## src/shared/ovfault_consts.vh

```
`ifndef OVFAULT_CONSTS_VH
`define OVFAULT_CONSTS_VH

// ----------------------------------------
// Command codes
// ----------------------------------------
`define CODE_HIGH_FAULT_LIMIT   8'h40
`define CODE_HIGH_FAULT_REACT   8'h41
`define CODE_HIGH_WARN_LIMIT    8'h42
`define CODE_LOW_WARN_LIMIT     8'h43
`define CODE_LOW_FAULT_LIMIT    8'h44
`define CODE_CLEAR_FAULTS       8'h03
`define CODE_FAULT_STATUS       8'he0

// ----------------------------------------
// Reaction register fields
// ----------------------------------------
`define REACT_MODE_HI           7
`define REACT_MODE_LO           6
`define REACT_RETRY_HI          5
`define REACT_RETRY_LO          3
`define REACT_DELAY_HI          2
`define REACT_DELAY_LO          0

// Response modes
`define MODE_IGNORE             2'h0
`define MODE_RIDE_THROUGH       2'h1
`define MODE_SHUT_RETRY         2'h2
`define MODE_OFF_WHILE_FAULT    2'h3

// Retry counts
`define RETRY_NONE              3'h0
`define RETRY_FOREVER           3'h7

// ----------------------------------------
// Status bit positions
// ----------------------------------------
`define STAT_HIGH_FAULT         0
`define STAT_LOW_FAULT          1
`define STAT_HIGH_WARN          2
`define STAT_LOW_WARN           3
`define STAT_WIDTH              4
`define STAT_ATTEMPT_LO         8
`define STAT_LOCK_BIT           11

// ----------------------------------------
// Reset values
// ----------------------------------------
`define RST_HIGH_FAULT_LIMIT    16'hffff
`define RST_HIGH_WARN_LIMIT     16'hffff
`define RST_LOW_WARN_LIMIT      16'h0000
`define RST_LOW_FAULT_LIMIT     16'h0000
`define RST_REACT               8'h80

`endif

```

## src/delay_timer.v

```verilog
`timescale 1ns/1ps
module delay_timer (
  input  wire        clk,
  input  wire        reset,
  input  wire        start,
  input  wire [2:0]  delay_code,
  input  wire [15:0] unit_cycles,
  output reg         done
);

  // ----------------------------------------
  // Unit length and unit count
  // ----------------------------------------
  // A zero unit length would never expire, so it counts as one cycle
  wire [15:0] last_tick = (unit_cycles == 16'h0000) ? 16'h0000 : unit_cycles - 16'h0001;
  wire [7:0]  last_unit = (8'h01 << delay_code) - 8'h01;

  reg  [15:0] tick;
  reg  [7:0]  units;
  reg         running;

  // Done decoded from the counters so the owner acts on the edge that ends the interval
  always @* begin
    done = running && (tick == 16'h0000) && (units == 8'h00);
  end

  // Down counters; a new start restarts the whole interval
  always @(posedge clk) begin
    if (reset) begin
      tick    <= 16'h0000;
      units   <= 8'h00;
      running <= 1'b0;
    end else begin
      if (start) begin
        tick    <= last_tick;
        units   <= last_unit;
        running <= 1'b1;
      end else if (running) begin
        if (tick == 16'h0000) begin
          if (units == 8'h00) begin
            running <= 1'b0;
          end else begin
            units <= units - 8'h01;
            tick  <= last_tick;
          end
        end else begin
          tick <= tick - 16'h0001;
        end
      end
    end
  end

endmodule

```

## src/output_voltage_fault_retry_supervisor.v

```verilog
// Behaviour
// Retry count zero: no restart after fault shutdown, output stays off.
// Retry code 001: exactly one restart; on failure output disabled.
// Codes 010 to 110: attempts equal the binary code value.
// Attempts used up: output off until the fault is cleared.
// Code 111: retry forever until commanded off, bias loss or other fault; only an off request or bias loss stops it, a low fault is retried.
// Start-to-start spacing of attempts is delay count times time unit.
// Delay code selects two to the code units, 1 to 128.
// Same delay count sets the ride-through time.
// Time unit length comes from a separate setting, not the reaction.
// Holds 16-bit high warning threshold at command 0x42.
// Holds 16-bit low warning threshold at command 0x43.
// Holds 16-bit low fault threshold at command 0x44.
// Response field: ignore, ride through, shut and retry, off while fault.
// Fault cleared by bit clear, clear command, off-on cycle or bias loss; an off request releases the lock but leaves the status bits set.
// Holds 16-bit high fault threshold at command 0x40.
// Warning flags on crossing warning thresholds, output unaffected.
// Attempt counter zeroed on fault clear or successful restart.
`timescale 1ns/1ps
`include "ovfault_consts.vh"
module output_voltage_fault_retry_supervisor (
  input  wire        clk,
  input  wire        reset,
  input  wire        cmd_valid,
  input  wire        cmd_write,
  input  wire [7:0]  cmd_code,
  input  wire [15:0] cmd_wdata,
  input  wire [15:0] vout,
  input  wire [15:0] time_unit_cycles,
  input  wire        enable_request,
  input  wire        bias_ok,
  output reg  [15:0] rd_data,
  output reg         rd_valid,
  output reg         output_enable,
  output reg         high_warning,
  output reg         low_warning,
  output reg         fault_latched
);

  // ----------------------------------------
  // States
  // ----------------------------------------
  localparam S_RUN  = 3'd0;
  localparam S_RIDE = 3'd1;
  localparam S_WAIT = 3'd2;
  localparam S_TRY  = 3'd3;
  localparam S_LOCK = 3'd4;
  localparam S_HOLD = 3'd5;

  // ----------------------------------------
  // Configuration storage
  // ----------------------------------------
  reg  [15:0]              high_fault_threshold;
  reg  [15:0]              output_high_warning_threshold;
  reg  [15:0]              output_low_warning_threshold;
  reg  [15:0]              output_low_fault_threshold;
  reg  [7:0]               output_high_fault_reaction;
  reg  [`STAT_WIDTH-1:0]   status;

  reg  [2:0]               state;
  reg  [2:0]               attempts;
  reg  [2:0]               next_state;
  reg  [2:0]               next_attempts;
  reg                      next_enable;
  reg                      timer_start;
  wire                     timer_done;

  // Reaction fields
  wire [1:0] mode       = output_high_fault_reaction[`REACT_MODE_HI:`REACT_MODE_LO];
  wire [2:0] retries    = output_high_fault_reaction[`REACT_RETRY_HI:`REACT_RETRY_LO];
  wire [2:0] delay_code = output_high_fault_reaction[`REACT_DELAY_HI:`REACT_DELAY_LO];

  // ----------------------------------------
  // Command decode
  // ----------------------------------------
  wire wr        = cmd_valid & cmd_write;
  wire clear_all = wr & (cmd_code == `CODE_CLEAR_FAULTS);
  wire [`STAT_WIDTH-1:0] bit_clear = (wr && cmd_code == `CODE_FAULT_STATUS) ?
                                     cmd_wdata[`STAT_WIDTH-1:0] : {`STAT_WIDTH{1'b0}};
  // Off command or lost bias both count as the off half of an off-on cycle
  wire cycle_off = ~enable_request | ~bias_ok;
  wire fault_clear = clear_all | bit_clear[`STAT_HIGH_FAULT] | bit_clear[`STAT_LOW_FAULT];

  // ----------------------------------------
  // Threshold comparisons
  // ----------------------------------------
  // Low checks only mean something while the output is driven
  wire over_fault  = vout > high_fault_threshold;
  wire under_fault = output_enable & (vout < output_low_fault_threshold);
  wire fault_now   = over_fault | under_fault;
  wire over_warn   = vout > output_high_warning_threshold;
  wire under_warn  = output_enable & (vout < output_low_warning_threshold);

  // Budget check; forever never runs out
  wire out_of_tries = (retries != `RETRY_FOREVER) && (attempts >= retries);

  // ----------------------------------------
  // Delay timer
  // ----------------------------------------
  // Unit length is an input so the reaction holds only the count
  delay_timer u_delay (
    .clk         (clk),
    .reset       (reset),
    .start       (timer_start),
    .delay_code  (delay_code),
    .unit_cycles (time_unit_cycles),
    .done        (timer_done)
  );

  // ----------------------------------------
  // Register writes
  // ----------------------------------------
  always @(posedge clk) begin
    if (reset) begin
      high_fault_threshold          <= `RST_HIGH_FAULT_LIMIT;
      output_high_warning_threshold <= `RST_HIGH_WARN_LIMIT;
      output_low_warning_threshold  <= `RST_LOW_WARN_LIMIT;
      output_low_fault_threshold    <= `RST_LOW_FAULT_LIMIT;
      output_high_fault_reaction    <= `RST_REACT;
    end else if (wr) begin
      case (cmd_code)
        `CODE_HIGH_FAULT_LIMIT: high_fault_threshold          <= cmd_wdata;
        `CODE_HIGH_FAULT_REACT: output_high_fault_reaction    <= cmd_wdata[7:0];
        `CODE_HIGH_WARN_LIMIT:  output_high_warning_threshold <= cmd_wdata;
        `CODE_LOW_WARN_LIMIT:   output_low_warning_threshold  <= cmd_wdata;
        `CODE_LOW_FAULT_LIMIT:  output_low_fault_threshold    <= cmd_wdata;
        default: ;
      endcase
    end
  end

  // ----------------------------------------
  // Register reads
  // ----------------------------------------
  // Unknown codes answer zero rather than stalling the host
  always @(posedge clk) begin
    if (reset) begin
      rd_valid <= 1'b0;
      rd_data  <= 16'h0000;
    end else begin
      rd_valid <= cmd_valid & ~cmd_write;
      if (cmd_valid && !cmd_write) begin
        case (cmd_code)
          `CODE_HIGH_FAULT_LIMIT: rd_data <= high_fault_threshold;
          `CODE_HIGH_FAULT_REACT: rd_data <= {8'h00, output_high_fault_reaction};
          `CODE_HIGH_WARN_LIMIT:  rd_data <= output_high_warning_threshold;
          `CODE_LOW_WARN_LIMIT:   rd_data <= output_low_warning_threshold;
          `CODE_LOW_FAULT_LIMIT:  rd_data <= output_low_fault_threshold;
          `CODE_FAULT_STATUS:     rd_data <= {4'h0, (state == S_LOCK), attempts, 4'h0, status};
          default:                rd_data <= 16'h0000;
        endcase
      end
    end
  end

  // ----------------------------------------
  // Sticky status bits
  // ----------------------------------------
  // Set beats clear so an event during the clearing write is kept
  wire [`STAT_WIDTH-1:0] status_set = {under_warn, over_warn, under_fault, over_fault};
  wire                   clr_every  = clear_all | ~bias_ok;

  genvar i;
  generate
    for (i = 0; i < `STAT_WIDTH; i = i + 1) begin : g_status
      always @(posedge clk) begin
        if (reset) begin
          status[i] <= 1'b0;
        end else if (status_set[i]) begin
          status[i] <= 1'b1;
        end else if (clr_every || bit_clear[i]) begin
          status[i] <= 1'b0;
        end
      end
    end
  endgenerate

  // ----------------------------------------
  // Restart policy, next state
  // ----------------------------------------
  always @* begin
    next_state    = state;
    next_attempts = attempts;
    next_enable   = output_enable;
    timer_start   = 1'b0;
    case (state)
      S_RUN: begin
        next_enable = 1'b1;
        if (fault_now) begin
          case (mode)
            `MODE_RIDE_THROUGH: begin
              next_state  = S_RIDE;
              timer_start = 1'b1;
            end
            `MODE_SHUT_RETRY: begin
              next_enable = 1'b0;
              if (retries == `RETRY_NONE) begin
                next_state = S_LOCK;
              end else begin
                next_state  = S_WAIT;
                timer_start = 1'b1;
              end
            end
            `MODE_OFF_WHILE_FAULT: begin
              next_enable = 1'b0;
              next_state  = S_HOLD;
            end
            default: ; // Ignore: keep running
          endcase
        end
      end
      S_RIDE: begin
        // Fault still present at the end of the ride-through
        if (timer_done) begin
          if (fault_now) begin
            next_enable = 1'b0;
            if (retries == `RETRY_NONE) begin
              next_state = S_LOCK;
            end else begin
              next_state  = S_WAIT;
              timer_start = 1'b1;
            end
          end else begin
            next_state = S_RUN;
          end
        end
      end
      S_WAIT: begin
        next_enable = 1'b0;
        if (timer_done) begin
          // Attempt starts here; the timer spans start to start
          next_enable = 1'b1;
          next_state  = S_TRY;
          timer_start = 1'b1;
          if (attempts != `RETRY_FOREVER) begin
            next_attempts = attempts + 3'd1;
          end
        end
      end
      S_TRY: begin
        if (fault_now) begin
          next_enable = 1'b0;
          if (out_of_tries) begin
            next_state = S_LOCK;
          end else begin
            next_state  = S_WAIT;
            // Interval ending as the attempt fails would be lost; rearm so the wait cannot hang
            timer_start = timer_done;
          end
        end else if (timer_done) begin
          next_state    = S_RUN;
          next_attempts = 3'd0;
        end
      end
      S_LOCK: begin
        next_enable = 1'b0;
        if (fault_clear) begin
          next_state    = S_RUN;
          next_attempts = 3'd0;
          next_enable   = 1'b1;
        end
      end
      S_HOLD: begin
        // Output off, so only the high side can still be present
        next_enable = 1'b0;
        if (!over_fault) begin
          next_enable = 1'b1;
          next_state  = S_RUN;
        end
      end
      default: begin
        next_state  = S_RUN;
        next_enable = 1'b0;
      end
    endcase
  end

  // ----------------------------------------
  // Restart policy, state registers
  // ----------------------------------------
  // An off request wins over everything but reset and clears the attempt count
  always @(posedge clk) begin
    if (reset) begin
      state         <= S_RUN;
      attempts      <= 3'd0;
      output_enable <= 1'b0;
      fault_latched <= 1'b0;
    end else if (cycle_off) begin
      state         <= S_RUN;
      attempts      <= 3'd0;
      output_enable <= 1'b0;
      fault_latched <= 1'b0;
    end else begin
      state         <= next_state;
      attempts      <= next_attempts;
      output_enable <= next_enable;
      fault_latched <= (next_state == S_LOCK);
    end
  end

  // ----------------------------------------
  // Warning outputs
  // ----------------------------------------
  // Level flags only; they never touch the output enable
  always @(posedge clk) begin
    if (reset) begin
      high_warning <= 1'b0;
      low_warning  <= 1'b0;
    end else begin
      high_warning <= over_warn;
      low_warning  <= under_warn;
    end
  end

endmodule

```

## config.mk

```make
export PLATFORM = sky130hd
export DESIGN_NAME = output_voltage_fault_retry_supervisor
export DESIGN_NICKNAME = d
export VERILOG_FILES = /design/src/delay_timer.v /design/src/output_voltage_fault_retry_supervisor.v
export VERILOG_INCLUDE_DIRS = /design/src /design/src/shared
export SDC_FILE = /design/constraint.sdc
export NUM_CORES = 1
export LEC_CHECK = 0
export BUFFER_PORTS_ARGS = -buffer_cell sky130_fd_sc_hd__buf_2
export CORE_MARGIN = 5
export CORE_UTILIZATION = 50
export DETAILED_ROUTE_END_ITERATION = 10
export GPL_ROUTABILITY_DRIVEN = 1
export GPL_TIMING_DRIVEN = 0
export MAX_ROUTING_LAYER = met4
export PLACE_DENSITY = 0.76
export SLEW_MARGIN = 30
export SYNTH_ARGS = -nofsm -noshare
export SYNTH_HDL_FRONTEND = slang
export SYNTH_SLANG_ARGS = --single-unit
```

## constraint.sdc

```tcl
create_clock -name clk -period 3.5 [get_ports clk]
set_input_delay 0.35 -clock clk [delete_from_list [all_inputs] [get_ports clk]]
set_output_delay 0.35 -clock clk [all_outputs]
set_load 0.02 [all_outputs]
```

==> results of run 1 <==
-- flip-flops by register name, indices dropped and copies added, names as in the netlist --
signal,flops
rd_data,16
state,3
status,4
output_low_fault_threshold,16
output_enable,1
attempts,3
u_delay.units,8
high_warning,1
fault_latched,1
high_fault_threshold,16
rd_valid,1
output_high_warning_threshold,16
low_warning,1
output_low_warning_threshold,16
u_delay.tick,16
output_high_fault_reaction,8
u_delay.running,1
-- logic make-up (layout without fill, tap and decap cells) --
| group | Yosys count | in the layout | synth area share [%] |
|---|---|---|---|
| xor gates and xnor gates | 16 | 16 | 1.74 |
| DFF | 128 | 128 | 31.9 |
| and+or+nand+nor | 359 | 359 | 21.0 |
| other | 0 | 1 | 0 |
| muxes | 34 | 34 | 5.22 |
| adders and majority gates | 75 | 75 | 11.7 |
| buffers and inverters | 141 | 275 | 6.82 |
| AOI/OAI and AO/OA | 262 | 262 | 21.6 |
-- worst min path at each step --
stage | from | to | slack, ns | depth (start not counted)
floorplan | output_low_fault_threshold[0]$_SDFFE_PP0P_ | output_low_fault_threshold[0]$_SDFFE_PP0P_ | 0.44 | 2
global placement | output_low_fault_threshold[3]$_SDFFE_PP0P_ | output_low_fault_threshold[3]$_SDFFE_PP0P_ | 0.46 | 2
detailed placement | output_low_fault_threshold[15]$_SDFFE_PP0P_ | output_low_fault_threshold[15]$_SDFFE_PP0P_ | 0.47 | 2
CTS | cmd_wdata[12] | output_low_fault_threshold[12]$_SDFFE_PP0P_ | 0.19 | 3
global route | cmd_wdata[14] | output_low_warning_threshold[14]$_SDFFE_PP0P_ | 0.20 | 3
finish | cmd_wdata[11] | output_low_warning_threshold[11]$_SDFFE_PP0P_ | 0.20 | 3
-- Yosys cell counts (8+ instances only) --
master	n	share of area (%)
sky130_fd_sc_hd__a211oi_1	9	0.84
sky130_fd_sc_hd__a21o_1	12	1.1
sky130_fd_sc_hd__a21oi_1	93	5.8
sky130_fd_sc_hd__a22oi_1	19	1.8
sky130_fd_sc_hd__clkbuf_1	45	2.1
sky130_fd_sc_hd__dfxtp_1	128	32
sky130_fd_sc_hd__ha_1	75	12
sky130_fd_sc_hd__inv_1	86	4.0
sky130_fd_sc_hd__mux2i_1	25	3.1
sky130_fd_sc_hd__nand2_1	153	7.1
sky130_fd_sc_hd__nand3_1	14	0.87
sky130_fd_sc_hd__nand4_1	14	1.1
sky130_fd_sc_hd__nor2_1	73	3.4
sky130_fd_sc_hd__nor2b_1	9	0.70
sky130_fd_sc_hd__nor3_1	30	1.9
sky130_fd_sc_hd__nor3b_1	10	0.93
sky130_fd_sc_hd__nor4_1	13	1.0
sky130_fd_sc_hd__o211ai_1	40	3.7
sky130_fd_sc_hd__o21a_1	8	0.75
sky130_fd_sc_hd__o21ai_0	20	1.2
sky130_fd_sc_hd__o32ai_1	9	0.98
sky130_fd_sc_hd__xnor2_1	10	1.1
-- cell type report --
type | count | area (um2) | area share [%]
Tap cell | 216 | 270 | 2.77
Antenna cell | 1 | 2.50 | 0.0256
Inverter | 87 | 327 | 3.35
Clock buffer | 23 | 498 | 5.10
Sequential cell | 128 | 2570 | 26.4
Multi-Input combinational cell | 746 | 5110 | 52.3
Timing Repair Buffer | 104 | 584 | 5.99
Clock inverter | 9 | 176 | 1.81
Buffer | 52 | 218 | 2.23
-- power by group through the flow --
| stage | Sequential, uW | Clock, uW | Combinational [uW] |
|---|---|---|---|
| after floorplan | 1500 | 0 | 134 |
| after global placement | 1500 | 0 | 262 |
| after detailed placement | 1500 | 0 | 267 |
| after CTS | 1470 | 2030 | 270 |
| after global routing | 1470 | 2100 | 302 |
| final | 1470 | 2030 | 278 |
-- metrics by stage --
step | worst slack [ns] | TNS [ns] | area [um2] | std cells | power, uW
final | -0.0206 | -0.0264 | 9760 | 1366 | 3780
after global routing | -0.160 | -0.357 | 9760 | 1366 | 3870
after CTS | -0.0628 | -0.108 | 9620 | 1359 | 3770
after detailed placement | -0.814 | -4.53 | 8740 | 1311 | 1770
after global placement | -0.776 | -3.96 | 8730 | 1311 | 1760
after floorplan | 0.00189 | 0 | 8060 | 1015 | 1640
-- metal layers --
layer,vias to the layer above,share of wire (%)
li1,3887,-
met1,3892,41
met2,394,47
met3,78,8.5
met4,0,3.5
met5,-,0
-- what timing repair did --
action | in CTS | in global routing
pin swaps | 18 | 18
resized for setup | 23 | 23
endpoints found under the setup margin | 13 | 13
setup buffers | 17 | 7
-- worst max-delay path, cell delays in order, from the launching register on --
cell and delay (ns):
sky130_fd_sc_hd__dfxtp_2 0.32, sky130_fd_sc_hd__or4_4 0.53, sky130_fd_sc_hd__or3_4 0.42, sky130_fd_sc_hd__buf_6 0.13, sky130_fd_sc_hd__nor4_4 0.25, sky130_fd_sc_hd__o211ai_1 0.14, sky130_fd_sc_hd__a22oi_2 0.23, sky130_fd_sc_hd__nor2_4 0.11
sky130_fd_sc_hd__buf_8 0.15, sky130_fd_sc_hd__a21oi_2 0.13, sky130_fd_sc_hd__ha_2 0.20, sky130_fd_sc_hd__nand4_1 0.13, sky130_fd_sc_hd__or2_4 0.30, sky130_fd_sc_hd__nor2_4 0.08, sky130_fd_sc_hd__xnor2_1 0.07, sky130_fd_sc_hd__a211oi_1 0.22
==> run_results.csv, run 1 <==
group,metric,value,unit
global_route,antenna_found_initial,1,
critical_path,timing.setup.critical_path_class,"reg -> reg",
synthesis,ys_seq_elements,128,
clocking,clkTransAtPathRegs,0.06,ns
sta,setup_violations,2,
sta,fin_worst_hold_slack,0.197,ns
synthesis,asyncSetResetFlopFracSynth,0,%
synthesis,syn-mean-instance-area,7.91,um2
critical_path,endpoint_kind,"flop",
clocking,tritoncts,"done",
sta,worst-slew-pin-transition,0.900,ns
critical_path,crit-reg2reg-launch,"u_delay.tick[13]$_SDFFE_PP0P_",
clocking,clk-insertion-delay-late,0.43,ns
floorplan,die_h,137,um
pwr,clockPowerShare,53.8,%
clocking,numClockSinks,128,
pwr,swShare,22.6,%
sta,setup_ws,-0.0206,ns
sta,timing_hold_violations_final,0,
synthesis,mappedNetlistArea,8030,um2
floorplan,initial_utilization,50.8,%
detailed_routing,drt_pass1_iterations,6,
sta,rsz0062_at_grt,"yes",
critical_path,depth_of_the_most_critical_reg_to_reg_path,15,
global_route,grt_busiest_layer,"met2",
global_route,grt_overflow,0,
sta,max_freq,284,MHz
detailed_routing,drt_wl_total,25900,um
floorplan,design.core.area,15800,um2
worst_hold_path,hp-class,"in -> reg",
status,failed_checks,"negative setup slack",
placed_design,place.gp.congestion,0.975,
placed_design,port-buffer-count,80,
layout,layout_commonest_cell,"sky130_fd_sc_hd__nand2_1",
detailed_routing,detail_route.iter0.violations,922,
synthesis,ys_seq_area_share,31.9,%
layout,syn_to_final_growth,21.5,%
pwr,cell_internal_pwr,2920,uW
detailed_routing,detailroute.via_count,8251,
global_route,grt_first_pass_wirelength,40100,um
layout,num-fill-cells,1403,
pwr,peakVddDrop,0.355,mV
pwr,combPwrFrac,7.4,%
critical_path,worstPathRequired,3.84,ns
floorplan,chipWidth,137,um
global_route,global_routing_met1_resource_utilization,35.8,%
synthesis,ys.warnings.count,0,
critical_path,worstSetupEndpoint,"u_delay.units[6]$_SDFFE_PP0P_",
critical_path,critical_path.reg2reg.endpoint,"u_delay.units[6]$_SDFFE_PP0P_",
synthesis,synthesis.instances,1015,
critical_path,timing.reg2reg.setup_slack,-0.02,ns
job,drv_cap,0,
pwr,p_per_area,387,nW/um2
critical_path,setup.worst_path.start,"u_delay.tick[13]$_SDFFE_PP0P_",
synthesis,post_synth_num_cell_types,71,
global_route,groute.layer.met3.usage,5.26,%
detailed_routing,detail_route.vias_per_cell,6.04,
pwr,share_seq_of_total_power,38.8,%
global_route,grt_pass1_vias,7702,
layout,final_layout_size_suffix_gt1_share,17.1,%
sta,timing.final.crit_period,3.52,ns
clocking,ctsRootBufferMaster,"sky130_fd_sc_hd__clkbuf_16",
clocking,numCtsBuffers,17,
floorplan,floorplan.io_pins,83,
sta,clock-skew-final,0.00806,ns
global_route,grt_use_met2,44.9,%
critical_path,crit_path_start_kind,"flop",
sta,fin_crit_sh,101,%
synthesis,syn-num-nets,1152,
global_route,grt_max_degree,17,
synthesis,postSynth.topFlopCell,"sky130_fd_sc_hd__dfxtp_1",
clocking,ctsHoldBuffers,0,
critical_path,critical_path.max_fanout,4,
detailed_routing,ant_nets,0,
layout,layout.core_utilization,61.7,%
floorplan,total_die_area,18700,um2
status,run_status,"finished with violations",
global_route,global_route.usage.total,28.5,%
detailed_routing,remaining_drc_errors,0,
clocking,clock_path_buffers,2,
pwr,netSwitchingPower,855,uW
layout,leading_cell_types_in_the_layout_fill_and_taps_excluded,"152 x sky130_fd_sc_hd__nand2_1, 120 x sky130_fd_sc_hd__dfxtp_1, 91 x sky130_fd_sc_hd__a21oi_1",
critical_path,worstPathArrival,3.86,ns
floorplan,standard_cell_rows,46,
placed_design,dp_hpwl,18900,um
sta,slew_headroom,39.6,%
synthesis,synth_enable_flop_cells,0,
clocking,cts.htree.levels,4,
layout,final_nets,1273,
pwr,total_leakage_power,0.00400,uW
sta,timing_max_transition_violations_final,0,
detailed_routing,drt-wirelength-per-cell,19.0,um
No activity file was read; power rests on OpenSTA's default activity.
==> inputs of run 2 (changes only) <==
Settings changed: MAX_ROUTING_LAYER met4 to unset.
==> run_results.csv, run 2 (synthesis results as in run 1) <==
group,metric,value,unit
status,run_status,"finished with violations",
status,failed_checks,"negative setup slack",
sta,fin_setup_tns,-0.130,ns
floorplan,initial_utilization,50.8,%
pwr,total_leakage_power,0.00398,uW
floorplan,chipWidth,137,um
detailed_routing,detail_route.iter0.violations,853,
floorplan,floorplan.io_pins,83,
sta,slew_headroom,37.8,%
critical_path,worstPathRequired,3.84,ns
placed_design,placed_area,8740,um2
global_route,grt_max_degree,17,
floorplan,standard_cell_rows,46,
layout,final_nets,1271,
critical_path,worstPathArrival,3.90,ns
layout,final_layout_size_suffix_gt1_share,16.3,%
global_route,grt_first_pass_wirelength,40600,um
global_route,global_route.usage.total,27.8,%
clocking,ctsRootBufferMaster,"sky130_fd_sc_hd__clkbuf_16",
pwr,share_seq_of_total_power,40.5,%
pwr,combPwrFrac,7.7,%
layout,syn_to_final_growth,20.5,%
sta,max_freq,281,MHz
clocking,numCtsBuffers,17,
pwr,peakVddDrop,0.329,mV
placed_design,dp_hpwl,18900,um
clocking,clock_path_buffers,2,
sta,fin_worst_hold_slack,0.200,ns
worst_hold_path,hp-class,"in -> reg",
placed_design,place.gp.congestion,0.938,
sta,timing_max_transition_violations_final,0,
clocking,clkTransAtPathRegs,0.06,ns
floorplan,design.core.area,15800,um2
detailed_routing,detailroute.via_count,8284,
detailed_routing,drt_pass1_iterations,6,
global_route,grt_overflow,0,
sta,worst-slew-pin-transition,0.924,ns
placed_design,port-buffer-count,80,
critical_path,crit_path_start_kind,"flop",
detailed_routing,remaining_drc_errors,0,
layout,leading_cell_types_in_the_layout_fill_and_taps_excluded,"153 x sky130_fd_sc_hd__nand2_1, 122 x sky130_fd_sc_hd__dfxtp_1, 91 x sky130_fd_sc_hd__a21oi_1",
layout,fin_area,9680,um2
critical_path,endpoint_kind,"flop",
critical_path,critical_path.max_fanout,5,
clocking,tritoncts,"done",
pwr,clockPowerShare,51.8,%
pwr,swShare,25.0,%
sta,rsz0062_at_grt,"yes",
clocking,cts.htree.levels,4,
detailed_routing,ant_nets,0,
sta,setup_violations,3,
job,drv_cap,0,
layout,layout_commonest_cell,"sky130_fd_sc_hd__nand2_1",
layout,n_antenna_cell,0,
sta,setup_ws,-0.0577,ns
sta,timing.final.crit_period,3.56,ns
sta,timing_hold_violations_final,0,
clocking,clk-insertion-delay-late,0.43,ns
floorplan,total_die_area,18700,um2
sta,fin_crit_sh,102,%
pwr,p_per_area,374,nW/um2
global_route,grt_pass1_vias,7922,
global_route,antenna_found_initial,0,
detailed_routing,detail_route.vias_per_cell,6.08,
pwr,cell_internal_pwr,2710,uW
detailed_routing,drt_wl_total,26200,um
sta,clock-skew-final,0.0125,ns
floorplan,die_h,137,um
pwr,netSwitchingPower,905,uW
detailed_routing,drt-wirelength-per-cell,19.2,um
clocking,numClockSinks,128,
critical_path,timing.setup.critical_path_class,"reg -> reg",
clocking,ctsHoldBuffers,0,
[run 2: final cells by class]
cell class | count | area (um2)
Sequential cell | 128 | 2570
Clock buffer | 18 | 439
Inverter | 87 | 327
Timing Repair Buffer | 102 | 582
Buffer | 52 | 216
Tap cell | 216 | 270
Clock inverter | 14 | 180
Fill cell | 1366 | 6150
Multi-Input combinational cell | 746 | 5090
[run 2: metrics by stage]
| stage | setup slack [ns] | util, % | total power (uW) | std cells |
|---|---|---|---|---|
| finish | -0.0577 | 61.2 | 3620 | 1363 |
| global placement | -0.764 | 55.2 | 1760 | 1311 |
| floorplan | 0.00189 | - | 1640 | 1015 |
| global route | -0.152 | 61.2 | 3720 | 1363 |
| CTS | -0.129 | 60.4 | 3610 | 1359 |
| detailed placement | -0.762 | 55.2 | 1770 | 1311 |
[run 2: final timing paths]
path	slack (ns)	to	cells past startpoint	from
max reg2reg	-0.06	u_delay.units[4]$_SDFFE_PP0P_	17	high_fault_threshold[13]$_SDFFE_PP1P_
max	-0.06	u_delay.units[4]$_SDFFE_PP0P_	17	high_fault_threshold[13]$_SDFFE_PP1P_
min	0.20	output_low_fault_threshold[14]$_SDFFE_PP0P_	3	cmd_wdata[14]
min reg2reg	0.48	output_low_warning_threshold[3]$_SDFFE_PP0P_	2	output_low_warning_threshold[3]$_SDFFE_PP0P_
[run 2: timing repair]
item / 4_1_cts / 5_1_grt
setup endpoints to repair: 12 / 11
resized for setup: 18 / 20
buffers inserted: 17 / 5
hold endpoints to repair: 0 / 0
pin swaps: 16 / 16
[run 2: routing by layer]
| metal | global-route usage [%] | wire [um] | vias to the layer above |
|---|---|---|---|
| li1 | - | - | 3884 |
| met1 | 34.6 | 10700 | 3897 |
| met2 | 45.3 | 12300 | 402 |
| met3 | 6.91 | 2050 | 101 |
| met4 | 12.9 | 1160 | 0 |
| met5 | 0 | 0 | - |
[run 2: power by group through the flow]
stage | combinational (uW) | clock (uW) | sequential, uW
global route | 299 | 1950 | 1470
global placement | 262 | 0 | 1500
detailed placement | 268 | 0 | 1500
floorplan | 134 | 0 | 1500
finish | 277 | 1880 | 1470
CTS | 270 | 1880 | 1470
[run 2: critical path, cell delays in order (launching register included)]
cell	delay, ns
sky130_fd_sc_hd__dfxtp_1	0.34
sky130_fd_sc_hd__inv_1	0.08
sky130_fd_sc_hd__ha_1	0.29
sky130_fd_sc_hd__nand4_1	0.18
sky130_fd_sc_hd__nor4_2	0.38
sky130_fd_sc_hd__nand4_1	0.25
sky130_fd_sc_hd__o31ai_4	0.16
sky130_fd_sc_hd__a22oi_2	0.17
sky130_fd_sc_hd__nor2_4	0.25
sky130_fd_sc_hd__buf_8	0.16
sky130_fd_sc_hd__nor2_2	0.05
sky130_fd_sc_hd__a21oi_4	0.14
sky130_fd_sc_hd__ha_4	0.19
sky130_fd_sc_hd__nand4_1	0.13
sky130_fd_sc_hd__or2_4	0.30
sky130_fd_sc_hd__nor2_4	0.10
sky130_fd_sc_hd__xnor2_2	0.07
sky130_fd_sc_hd__a211oi_2	0.21
